[config.mk]
export PLATFORM = sky130hd
export DESIGN_NAME = cdf_top
export DESIGN_NICKNAME = d
export VERILOG_FILES = /design/src/verilog/cdf_pkg.sv /design/src/verilog/cdf_divider.sv /design/src/verilog/cdf_top.sv
export SDC_FILE = /design/constraint.sdc
export NUM_CORES = 1
export LEC_CHECK = 0
export BUFFER_PORTS_ARGS = -buffer_cell sky130_fd_sc_hd__buf_2
export CORE_ASPECT_RATIO = 1.4
export CORE_MARGIN = 2
export CORE_UTILIZATION = 60
export DETAILED_ROUTE_END_ITERATION = 7
export GPL_TIMING_DRIVEN = 0
export HOLD_SLACK_MARGIN = 0.1
export PLACE_DENSITY = 0.93
export SYNTH_ARGS = -nofsm -noshare
export SYNTH_HDL_FRONTEND = slang
export SYNTH_HIERARCHICAL = 1
export SYNTH_SLANG_ARGS = --single-unit
[constraint.sdc]
create_clock -name clk_i -period 5.6 [get_ports clk_i]
set_clock_uncertainty 0.2 [all_clocks]
set_input_delay 0.56 -clock clk_i [delete_from_list [all_inputs] [get_ports clk_i]]
set_output_delay 0.56 -clock clk_i [all_outputs]
set_load 0.005 [all_outputs]
[src/verilog/cdf_pkg.sv]
`default_nettype none
package cdf_pkg;

   // ------------------------------------------------------------------
   // Bus and register map
   // ------------------------------------------------------------------
   localparam int unsigned ADDR_W       = 12;
   localparam int unsigned DATA_W       = 32;
   localparam logic [11:0] ADDR_CTRL    = 12'h000;
   localparam logic [11:0] ADDR_FREEZE  = 12'h004;
   localparam logic [11:0] ADDR_STATUS  = 12'h008;

   // ------------------------------------------------------------------
   // Output numbering: A 0..3, B 4..7, C 8..11, feedback 12
   // ------------------------------------------------------------------
   localparam int unsigned NUM_OUT      = 13;
   localparam int unsigned FRZ_CNT_W    = 4;
   localparam logic [3:0]  FRZ_LAST_BIT = 4'hC;
   localparam int unsigned FRZ_PEND_LSB = 16;

   // Status word layout
   localparam int unsigned PER_W          = 16;
   localparam int unsigned STAT_VALID_BIT = 16;
   localparam int unsigned STAT_COINC_BIT = 17;

   // Synchroniser lanes
   localparam int unsigned SYN_W    = 5;
   localparam int unsigned SYN_REF0 = 0;
   localparam int unsigned SYN_REF1 = 1;
   localparam int unsigned SYN_XTAL = 2;
   localparam int unsigned SYN_FCLK = 3;
   localparam int unsigned SYN_FDAT = 4;

   // Divider widths
   localparam int unsigned HALF_W = 4;
   localparam int unsigned DIV_W  = 5;
   localparam int unsigned MUL_W  = 6;
   localparam int unsigned ACC_W  = 17;

   // ------------------------------------------------------------------
   // Control word
   // ------------------------------------------------------------------
   typedef struct packed {
      logic invert_c_upper;
      logic reset_and_output_enable;
      logic loop_enable;
      logic reference_clock_pick;
      logic reference_source;
      logic oscillator_halving_select;
      logic feedback_divider_select_top;
      logic feedback_divider_select_mid;
      logic feedback_divider_select_low;
      logic bank_c_divider_select_high;
      logic bank_c_divider_select_low;
      logic bank_b_divider_select_high;
      logic bank_b_divider_select_low;
      logic bank_a_divider_select_high;
      logic bank_a_divider_select_low;
   } cdf_ctrl_type;

   localparam int unsigned  CTRL_W     = 15;
   localparam int unsigned  SEL_W      = 10;
   localparam cdf_ctrl_type CTRL_RESET = 15'h7FFF;

   // ------------------------------------------------------------------
   // Divider tables: bank entries as half periods, feedback entries as whole periods, in divider-input ticks
   // ------------------------------------------------------------------
   function automatic logic [HALF_W-1:0] bank_a_half(input logic [1:0] s);
      case (s)
         2'h0:    bank_a_half = 4'h2;
         2'h1:    bank_a_half = 4'h3;
         2'h2:    bank_a_half = 4'h4;
         default: bank_a_half = 4'h6;
      endcase
   endfunction

   function automatic logic [HALF_W-1:0] bank_b_half(input logic [1:0] s);
      case (s)
         2'h0:    bank_b_half = 4'h2;
         2'h1:    bank_b_half = 4'h3;
         2'h2:    bank_b_half = 4'h4;
         default: bank_b_half = 4'h5;
      endcase
   endfunction

   function automatic logic [HALF_W-1:0] bank_c_half(input logic [1:0] s);
      case (s)
         2'h0:    bank_c_half = 4'h1;
         2'h1:    bank_c_half = 4'h2;
         2'h2:    bank_c_half = 4'h3;
         default: bank_c_half = 4'h4;
      endcase
   endfunction

   function automatic logic [DIV_W-1:0] feedback_div(input logic [2:0] s);
      case (s)
         3'h0:    feedback_div = 5'h04;
         3'h1:    feedback_div = 5'h06;
         3'h2:    feedback_div = 5'h08;
         3'h3:    feedback_div = 5'h0A;
         3'h4:    feedback_div = 5'h08;
         3'h5:    feedback_div = 5'h0C;
         3'h6:    feedback_div = 5'h10;
         default: feedback_div = 5'h14;
      endcase
   endfunction

endpackage
`default_nettype wire

[src/verilog/cdf_divider.sv]
`timescale 1ns/1ps
`default_nettype none
module cdf_divider
   import cdf_pkg::*;
(
   // Clock and reset
   input  wire logic              clk_i,
   input  wire logic              rstn_i,
   // Control
   input  wire logic              align_i,
   input  wire logic              tick_i,
   input  wire logic [HALF_W-1:0] half_i,
   // Divided clock
   output logic                   clk_o,
   output logic                   rise_next_o
);

   logic [HALF_W-1:0] cnt_q;
   logic              clk_q;
   logic              wrap;

   // >= keeps a shrinking ratio from running past the end
   assign wrap = (cnt_q >= half_i - 4'h1);

   always_ff @(posedge clk_i or negedge rstn_i) begin
      if (!rstn_i) begin
         cnt_q <= '0;
         clk_q <= 1'b0;
      end else if (align_i) begin
         // Park one tick short of the edge, so all banks rise together
         cnt_q <= half_i - 4'h1;
         clk_q <= 1'b0;
      end else if (tick_i) begin
         if (wrap) begin
            cnt_q <= '0;
            clk_q <= ~clk_q;
         end else begin
            cnt_q <= cnt_q + 4'h1;
         end
      end
   end

   assign clk_o       = clk_q;
   assign rise_next_o = wrap & ~clk_q;

endmodule
`default_nettype wire

[src/verilog/cdf_top.sv]
`timescale 1ns/1ps
`default_nettype none
// Functional notes
// - Bank A divides by 4, 6, 8, 12
// - Bank B divides by 4, 6, 8, 10
// - Bank C divides by 2, 4, 6, 8
// - Feedback divides per eight-entry table
// - Feedback select independent of bank selects
// - Dividers realign automatically on select change
// - Power-on reset initialises divider state
// - Halving select low adds divide-by-two ahead
// - Reference source: single-ended or crystal
// - Reference pick: first or second input
// - Loop disabled bypasses oscillator with reference
// - Reset/enable low resets, outputs high-impedance
// - Invert third and fourth bank C outputs
// - Coincidence low one tick before shared rise
// - Serial port freezes outputs individually
// - Frozen output low, dividers keep running
// - Unfrozen output resumes in phase
// - Freeze changes only while output low
// - Power-up clears all freeze state
// - Twelve clocks, feedback and coincidence outputs
// - Three banks of four outputs
module cdf_top
   import cdf_pkg::*;
(
   // Clock and reset
   input  wire logic              clk_i,
   input  wire logic              rstn_i,
   // APB slave
   input  wire logic [ADDR_W-1:0] paddr_i,
   input  wire logic              psel_i,
   input  wire logic              penable_i,
   input  wire logic              pwrite_i,
   input  wire logic [DATA_W-1:0] pwdata_i,
   input  wire logic [3:0]        pstrb_i,
   output logic      [DATA_W-1:0] prdata_o,
   output logic                   pready_o,
   output logic                   pslverr_o,
   // Reference pins
   input  wire logic              first_reference_input_i,
   input  wire logic              second_reference_input_i,
   input  wire logic              crystal_reference_i,
   // Serial freeze port
   input  wire logic              freeze_clock_i,
   input  wire logic              freeze_data_i,
   // Clock outputs
   output logic      [3:0]        bank_a_clock_o,
   output logic      [3:0]        bank_b_clock_o,
   output logic      [3:0]        bank_c_clock_o,
   output logic                   loop_feedback_clock_o,
   output logic                   coincidence_n_o,
   output logic                   clock_outputs_oe_o
);

   // ------------------------------------------------------------------
   // Pin synchronisers
   // ------------------------------------------------------------------
   logic [SYN_W-1:0] syn1_q;
   logic [SYN_W-1:0] syn2_q;
   logic [SYN_W-1:0] syn3_q;

   always_ff @(posedge clk_i or negedge rstn_i) begin
      if (!rstn_i) begin
         syn1_q <= '0;
         syn2_q <= '0;
         syn3_q <= '0;
      end else begin
         syn1_q <= {freeze_data_i, freeze_clock_i, crystal_reference_i,
                    second_reference_input_i, first_reference_input_i};
         syn2_q <= syn1_q;
         syn3_q <= syn2_q;
      end
   end

   // ------------------------------------------------------------------
   // Control register and derived selections
   // ------------------------------------------------------------------
   cdf_ctrl_type      ctrl_q;
   logic [SEL_W-1:0]  sel_prev_q;
   logic [SEL_W-1:0]  sel_now;
   logic              core_run;
   logic              align;
   logic [1:0]        sel_a;
   logic [1:0]        sel_b;
   logic [1:0]        sel_c;
   logic [2:0]        sel_fb;
   logic [DIV_W-1:0]  fb_div;

   assign sel_a  = {ctrl_q.bank_a_divider_select_high, ctrl_q.bank_a_divider_select_low};
   assign sel_b  = {ctrl_q.bank_b_divider_select_high, ctrl_q.bank_b_divider_select_low};
   assign sel_c  = {ctrl_q.bank_c_divider_select_high, ctrl_q.bank_c_divider_select_low};
   assign sel_fb = {ctrl_q.feedback_divider_select_top,
                    ctrl_q.feedback_divider_select_mid,
                    ctrl_q.feedback_divider_select_low};
   assign fb_div = feedback_div(sel_fb);
   assign sel_now  = ctrl_q[SEL_W-1:0];
   assign core_run = ctrl_q.reset_and_output_enable;
   // Any select change or internal reset restarts all dividers together
   assign align = ~core_run | (sel_now != sel_prev_q);

   always_ff @(posedge clk_i or negedge rstn_i) begin
      if (!rstn_i) begin
         // Mismatch forces one alignment at the first edge
         sel_prev_q <= ~CTRL_RESET[SEL_W-1:0];
      end else begin
         sel_prev_q <= sel_now;
      end
   end

   // ------------------------------------------------------------------
   // Reference selection
   // ------------------------------------------------------------------
   logic ref_cur;
   logic ref_prev;
   logic ref_rise;

   always_comb begin
      if (ctrl_q.reference_source) begin
         ref_cur  = syn2_q[SYN_XTAL];
         ref_prev = syn3_q[SYN_XTAL];
      end else if (ctrl_q.reference_clock_pick) begin
         ref_cur  = syn2_q[SYN_REF1];
         ref_prev = syn3_q[SYN_REF1];
      end else begin
         ref_cur  = syn2_q[SYN_REF0];
         ref_prev = syn3_q[SYN_REF0];
      end
   end

   assign ref_rise = ref_cur & ~ref_prev;

   // ------------------------------------------------------------------
   // Ideal oscillator: reference period measured, ticks spread evenly
   // ------------------------------------------------------------------
   logic [PER_W-1:0] per_cnt_q;
   logic [PER_W-1:0] per_q;
   logic [ACC_W-1:0] acc_q;
   logic [ACC_W-1:0] acc_sum;
   logic [MUL_W-1:0] mult;
   logic             vco_tick_q;

   // Oscillator runs twice as fast when the extra halving is in the loop
   assign mult    = ctrl_q.oscillator_halving_select ? {1'b0, fb_div}
                                                     : {fb_div, 1'b0};
   assign acc_sum = acc_q + {{(ACC_W-MUL_W){1'b0}}, mult};

   always_ff @(posedge clk_i or negedge rstn_i) begin
      if (!rstn_i) begin
         per_cnt_q <= '0;
         per_q     <= '0;
      end else if (!core_run) begin
         per_cnt_q <= '0;
         per_q     <= '0;
      end else if (ref_rise) begin
         per_cnt_q <= '0;
         per_q     <= per_cnt_q + 16'h0001;
      end else if (per_cnt_q != {PER_W{1'b1}}) begin
         per_cnt_q <= per_cnt_q + 16'h0001;
      end
   end

   always_ff @(posedge clk_i or negedge rstn_i) begin
      if (!rstn_i) begin
         acc_q      <= '0;
         vco_tick_q <= 1'b0;
      end else if (align || (per_q == '0)) begin
         acc_q      <= '0;
         vco_tick_q <= 1'b0;
      end else if (acc_sum >= {1'b0, per_q}) begin
         acc_q      <= acc_sum - {1'b0, per_q};
         vco_tick_q <= 1'b1;
      end else begin
         acc_q      <= acc_sum;
         vco_tick_q <= 1'b0;
      end
   end

   // ------------------------------------------------------------------
   // Source selection and optional divide-by-two
   // ------------------------------------------------------------------
   logic src_tick;
   logic pre_q;
   logic div_tick;

   assign src_tick = ctrl_q.loop_enable ? vco_tick_q : ref_rise;
   assign div_tick = src_tick & (ctrl_q.oscillator_halving_select | pre_q);

   always_ff @(posedge clk_i or negedge rstn_i) begin
      if (!rstn_i) begin
         pre_q <= 1'b0;
      end else if (align) begin
         pre_q <= 1'b0;
      end else if (src_tick) begin
         pre_q <= ~pre_q;
      end
   end

   // ------------------------------------------------------------------
   // Bank and feedback dividers
   // ------------------------------------------------------------------
   logic a_clk;
   logic b_clk;
   logic c_clk;
   logic fb_clk;
   logic a_rise_next;
   logic c_rise_next;

   cdf_divider u_div_a (
      .clk_i       (clk_i),
      .rstn_i      (rstn_i),
      .align_i     (align),
      .tick_i      (div_tick),
      .half_i      (bank_a_half(sel_a)),
      .clk_o       (a_clk),
      .rise_next_o (a_rise_next)
   );

   cdf_divider u_div_b (
      .clk_i       (clk_i),
      .rstn_i      (rstn_i),
      .align_i     (align),
      .tick_i      (div_tick),
      .half_i      (bank_b_half(sel_b)),
      .clk_o       (b_clk),
      .rise_next_o ()
   );

   cdf_divider u_div_c (
      .clk_i       (clk_i),
      .rstn_i      (rstn_i),
      .align_i     (align),
      .tick_i      (div_tick),
      .half_i      (bank_c_half(sel_c)),
      .clk_o       (c_clk),
      .rise_next_o (c_rise_next)
   );

   cdf_divider u_div_fb (
      .clk_i       (clk_i),
      .rstn_i      (rstn_i),
      .align_i     (align),
      .tick_i      (div_tick),
      .half_i      (fb_div[DIV_W-1:1]),
      .clk_o       (fb_clk),
      .rise_next_o ()
   );

   // ------------------------------------------------------------------
   // Serial freeze port
   // ------------------------------------------------------------------
   logic                 frz_rise;
   logic [NUM_OUT-2:0]   frz_shift_q;
   logic [FRZ_CNT_W-1:0] frz_cnt_q;
   logic [NUM_OUT-1:0]   frz_pend_q;
   logic [NUM_OUT-1:0]   frz_q;

   assign frz_rise = syn2_q[SYN_FCLK] & ~syn3_q[SYN_FCLK];

   // No frame marker exists, so word boundaries count from reset
   always_ff @(posedge clk_i or negedge rstn_i) begin
      if (!rstn_i) begin
         frz_shift_q <= '0;
         frz_cnt_q   <= '0;
         frz_pend_q  <= '0;
      end else if (frz_rise) begin
         if (frz_cnt_q == FRZ_LAST_BIT) begin
            frz_pend_q <= {frz_shift_q, syn2_q[SYN_FDAT]};
            frz_cnt_q  <= '0;
         end else begin
            frz_shift_q <= {frz_shift_q[NUM_OUT-3:0], syn2_q[SYN_FDAT]};
            frz_cnt_q   <= frz_cnt_q + 4'h1;
         end
      end
   end

   // ------------------------------------------------------------------
   // Output stage
   // ------------------------------------------------------------------
   logic [NUM_OUT-1:0] raw;
   logic [NUM_OUT-1:0] out_q;
   logic               coinc_n_q;
   logic               oe_q;

   assign raw = {fb_clk,
                 {2{c_clk ^ ctrl_q.invert_c_upper}}, {2{c_clk}},
                 {4{b_clk}}, {4{a_clk}}};

   // Freeze only latches while both the pin and its source are low
   always_ff @(posedge clk_i or negedge rstn_i) begin
      if (!rstn_i) begin
         frz_q <= '0;
      end else begin
         for (int i = 0; i < NUM_OUT; i++) begin
            if (!out_q[i] && !raw[i]) begin
               frz_q[i] <= frz_pend_q[i];
            end
         end
      end
   end

   always_ff @(posedge clk_i or negedge rstn_i) begin
      if (!rstn_i) begin
         out_q <= '0;
      end else begin
         out_q <= raw & ~frz_q;
      end
   end

   always_ff @(posedge clk_i or negedge rstn_i) begin
      if (!rstn_i) begin
         coinc_n_q <= 1'b1;
         oe_q      <= 1'b0;
      end else begin
         coinc_n_q <= ~(core_run & a_rise_next & c_rise_next);
         oe_q      <= core_run;
      end
   end

   assign bank_a_clock_o        = out_q[3:0];
   assign bank_b_clock_o        = out_q[7:4];
   assign bank_c_clock_o        = out_q[11:8];
   assign loop_feedback_clock_o = out_q[NUM_OUT-1];
   assign coincidence_n_o       = coinc_n_q;
   assign clock_outputs_oe_o    = oe_q;

   // ------------------------------------------------------------------
   // APB slave, one wait state
   // ------------------------------------------------------------------
   logic              pready_q;
   logic              pslverr_q;
   logic [DATA_W-1:0] prdata_q;
   logic [DATA_W-1:0] rd_data;
   logic              rd_hit;
   logic              apb_access;
   logic              apb_done;

   assign apb_access = psel_i & penable_i;
   assign apb_done   = apb_access & pready_q;

   always_comb begin
      rd_data = '0;
      rd_hit  = 1'b1;
      case (paddr_i)
         ADDR_CTRL: begin
            rd_data[CTRL_W-1:0] = ctrl_q;
         end
         ADDR_FREEZE: begin
            rd_data[NUM_OUT-1:0]                         = frz_q;
            rd_data[FRZ_PEND_LSB +: NUM_OUT]             = frz_pend_q;
         end
         ADDR_STATUS: begin
            rd_data[PER_W-1:0]     = per_q;
            rd_data[STAT_VALID_BIT] = (per_q != '0);
            rd_data[STAT_COINC_BIT] = coinc_n_q;
         end
         default: begin
            rd_hit = 1'b0;
         end
      endcase
   end

   always_ff @(posedge clk_i or negedge rstn_i) begin
      if (!rstn_i) begin
         pready_q  <= 1'b0;
         pslverr_q <= 1'b0;
         prdata_q  <= '0;
      end else if (apb_access && !pready_q) begin
         pready_q  <= 1'b1;
         pslverr_q <= ~rd_hit;
         prdata_q  <= pwrite_i ? '0 : rd_data;
      end else begin
         pready_q  <= 1'b0;
         pslverr_q <= 1'b0;
         prdata_q  <= '0;
      end
   end

   always_ff @(posedge clk_i or negedge rstn_i) begin
      if (!rstn_i) begin
         ctrl_q <= CTRL_RESET;
      end else if (apb_done && pwrite_i && (paddr_i == ADDR_CTRL)) begin
         if (pstrb_i[0]) begin
            ctrl_q[7:0] <= pwdata_i[7:0];
         end
         if (pstrb_i[1]) begin
            ctrl_q[CTRL_W-1:8] <= pwdata_i[CTRL_W-1:8];
         end
      end
   end

   assign prdata_o  = prdata_q;
   assign pready_o  = pready_q;
   assign pslverr_o = pslverr_q;

endmodule
`default_nettype wire
==> results.tsv <==
metric	value	unit
hold_depth	2	
required	5.72	ns
slew_headroom	0.09419	
grt.total_usage	0.2911	
leakage	5.827	nW
path_class	register to register	
final_nets	1227	
r2r_start	ctrl_q[9]	
cts_num_sinks	198	
register_area	0.004975	mm²
die_h	159.8	µm
arrival	5.29	ns
rows	57	
ctsHtreeMaxLevel	4	
clk_latency	0.46	ns
drtAntennaViolNets	0	
status	complete, no violations	
startpoint_type	register	
grt_pass1_wl	41520	µm
fin_crit	5.169	ns
antenna_found_initial	0	
gr-total-overflow	0	
drt_iter0_markers	840	
n_antenna_cell	0	
dieArea	0.01842	mm²
ioPinCount	107	
maxSlewViolCount	0	
rsz0062_at_grt	no	
clock_power_share	0.406	
critPathMaxFanout	10	
netlist_area	0.01040	mm²
drc	0	
core	0.01719	mm²
setup-violations-final	0	
fin_area	0.01189	mm²
syn_area_per_cell	10.41	µm²
numCtsBuffers	17	
switching_power	0.8911	mW
area_growth	14.31	%
ir_worst_vdd	0.0002302	V
dp_hpwl	18400	µm
via_per_inst	6.103	
port_buffers	83	
power_density	267.1	mW/mm²
netlist_instances	999	
place_area	0.01118	mm²
via_count	8324	
period_share	0.9231	
r2r_slack	0.43	ns
drv_cap	0	
initial_core_util	0.6052	
fmax	193.4	MHz
worstMarginPinSlew	1.356	ns
die_x	115.3	µm
cts_setup_buffers	0	
fill_cells	1142	
setup_tns	0	ns
grt_pass1_vias	8381	
dr.pass1.iters	5	
routed_wl	25900	µm
worstSetupEndpointType	register	
yosysWarnings	6	
ctsLongestPathBuffers	2	
clk_pin_slew	0.08	ns
min_path_type	input pin to register	
internal_power	2.284	mW
grt_max_degree	130	
switching_share	0.2806	
finalHoldViolations	0	
gp_congestion	0.9141	
min_to	ctrl_q[0]	
drive_above_1_share	0.2004	
seqPwrFrac	0.519	
cts_tree	done	
share_comb_of_total_power	0.075	
hold_ws	0.1377	ns
wl_per_cell	18.99	µm
reg2reg_depth	17	
multi_input_area	0.005056	mm²
root_buffer	clkbuf_16	
min-delay-start	pwdata_i[0]	
rr_endpoint	acc_q[9]	
-- cells in the final DEF (no fill, tap or decap), types with 16 or more instances in the layout --
cell	count
dfrtp_1	182
buf_2	85
nor2_1	79
inv_1	62
nand2_1	60
mux2_2	56
ha_1	52
a21oi_1	51
xnor2_1	44
nand3_1	43
o21ai_0	31
clkbuf_1	27
nor2b_1	24
o211a_1	20
and2_1	18
clkbuf_16	17
dfstp_2	16
-- cell type report --
class | instances | area share
multi-input cells | 706 | 0.4252
clock inverters | 15 | 0.01778
well taps | 236 | 0.02483
clock buffers | 17 | 0.03577
inverters | 62 | 0.01957
flip-flops and latches | 198 | 0.4184
plain buffers | 40 | 0.01536
repair buffers | 90 | 0.04314
-- per-layer routing --
| metal | up-vias | GRT usage | share of wire |
|---|---|---|---|
| met1 | 4047 | 0.3330 | 0.37 |
| met5 | - | 0 | 0 |
| li1 | 3774 | - | - |
| met3 | 131 | 0.04288 | 0.053 |
| met2 | 372 | 0.4896 | 0.50 |
| met4 | 0 | 0.2103 | 0.073 |
-- power by group through the flow --
stage / Clock [mW] / Sequential, mW / Combinational [mW]
3_5_place_dp: 0 / 1.66 / 0.228
2_1_floorplan: 0 / 1.62 / 0.153
4_1_cts: 1.30 / 1.64 / 0.238
3_3_place_gp: 0 / 1.65 / 0.210
5_1_grt: 1.35 / 1.66 / 0.264
6_report: 1.29 / 1.65 / 0.237
-- repair_timing --
item,in CTS,in global routing
setup endpoints to repair,0,17
hold buffers,6,0
gates resized for setup,0,6
endpoints found under the hold margin,67,0
-- critical path, cell delays in order, from the launching register on --
cell and delay [ns]:
dfstp_2 0.56, clkbuf_1 0.40, mux2_2 0.40, ha_1 0.33, a21oi_1 0.12, o21ai_0 0.40, and4_1 0.28, xor2_1 0.26
ha_1 0.34, and2_1 0.21, nand2_1 0.09, nor3_1 0.06, a21o_1 0.24, or4_4 0.55, buf_6 0.15, buf_6 0.13
o22ai_1 0.21, a21oi_1 0.11
-- state kept, by name, indices dropped and copies added (netlist names), 4 cells and up --
name            cells
syn1_q              5
u_div_b/cnt_q       4
out_q              13
sel_prev_q         10
acc_q              17
frz_pend_q         13
syn3_q              4
u_div_fb/cnt_q      4
ctrl_q             14
frz_cnt_q           4
per_q              16
prdata_o           29
u_div_a/cnt_q       4
u_div_c/cnt_q       4
per_cnt_q          16
frz_q              13
syn2_q              5
frz_shift_q        12
-- worst max-delay path by stage --
stage | start | end | slack, ns | cells after the start
finish | ctrl_q[9] | acc_q[9] | 0.43 | 17
global placement | ctrl_q[8] | acc_q[12] | 0.36 | 20
CTS | ctrl_q[8] | acc_q[10] | 0.11 | 20
detailed placement | ctrl_q[8] | acc_q[10] | 0.19 | 20
floorplan | ctrl_q[8] | acc_q[9] | 0.94 | 20
global route | ctrl_q[8] | acc_q[9] | 0.18 | 19
-- per-stage QoR --
stage / power, mW / util / setup WS [ns] / std cells
after floorplan: 1.773 / - / 0.9427 / 1007
after detailed placement: 1.892 / 0.6507 / 0.1920 / 1327
final: 3.176 / 0.6919 / 0.4306 / 1364
after global routing: 3.278 / 0.6919 / 0.1838 / 1364
after global placement: 1.862 / 0.6483 / 0.3596 / 1326
after CTS: 3.177 / 0.6912 / 0.1122 / 1365
(Power assumes the default switching activity.)
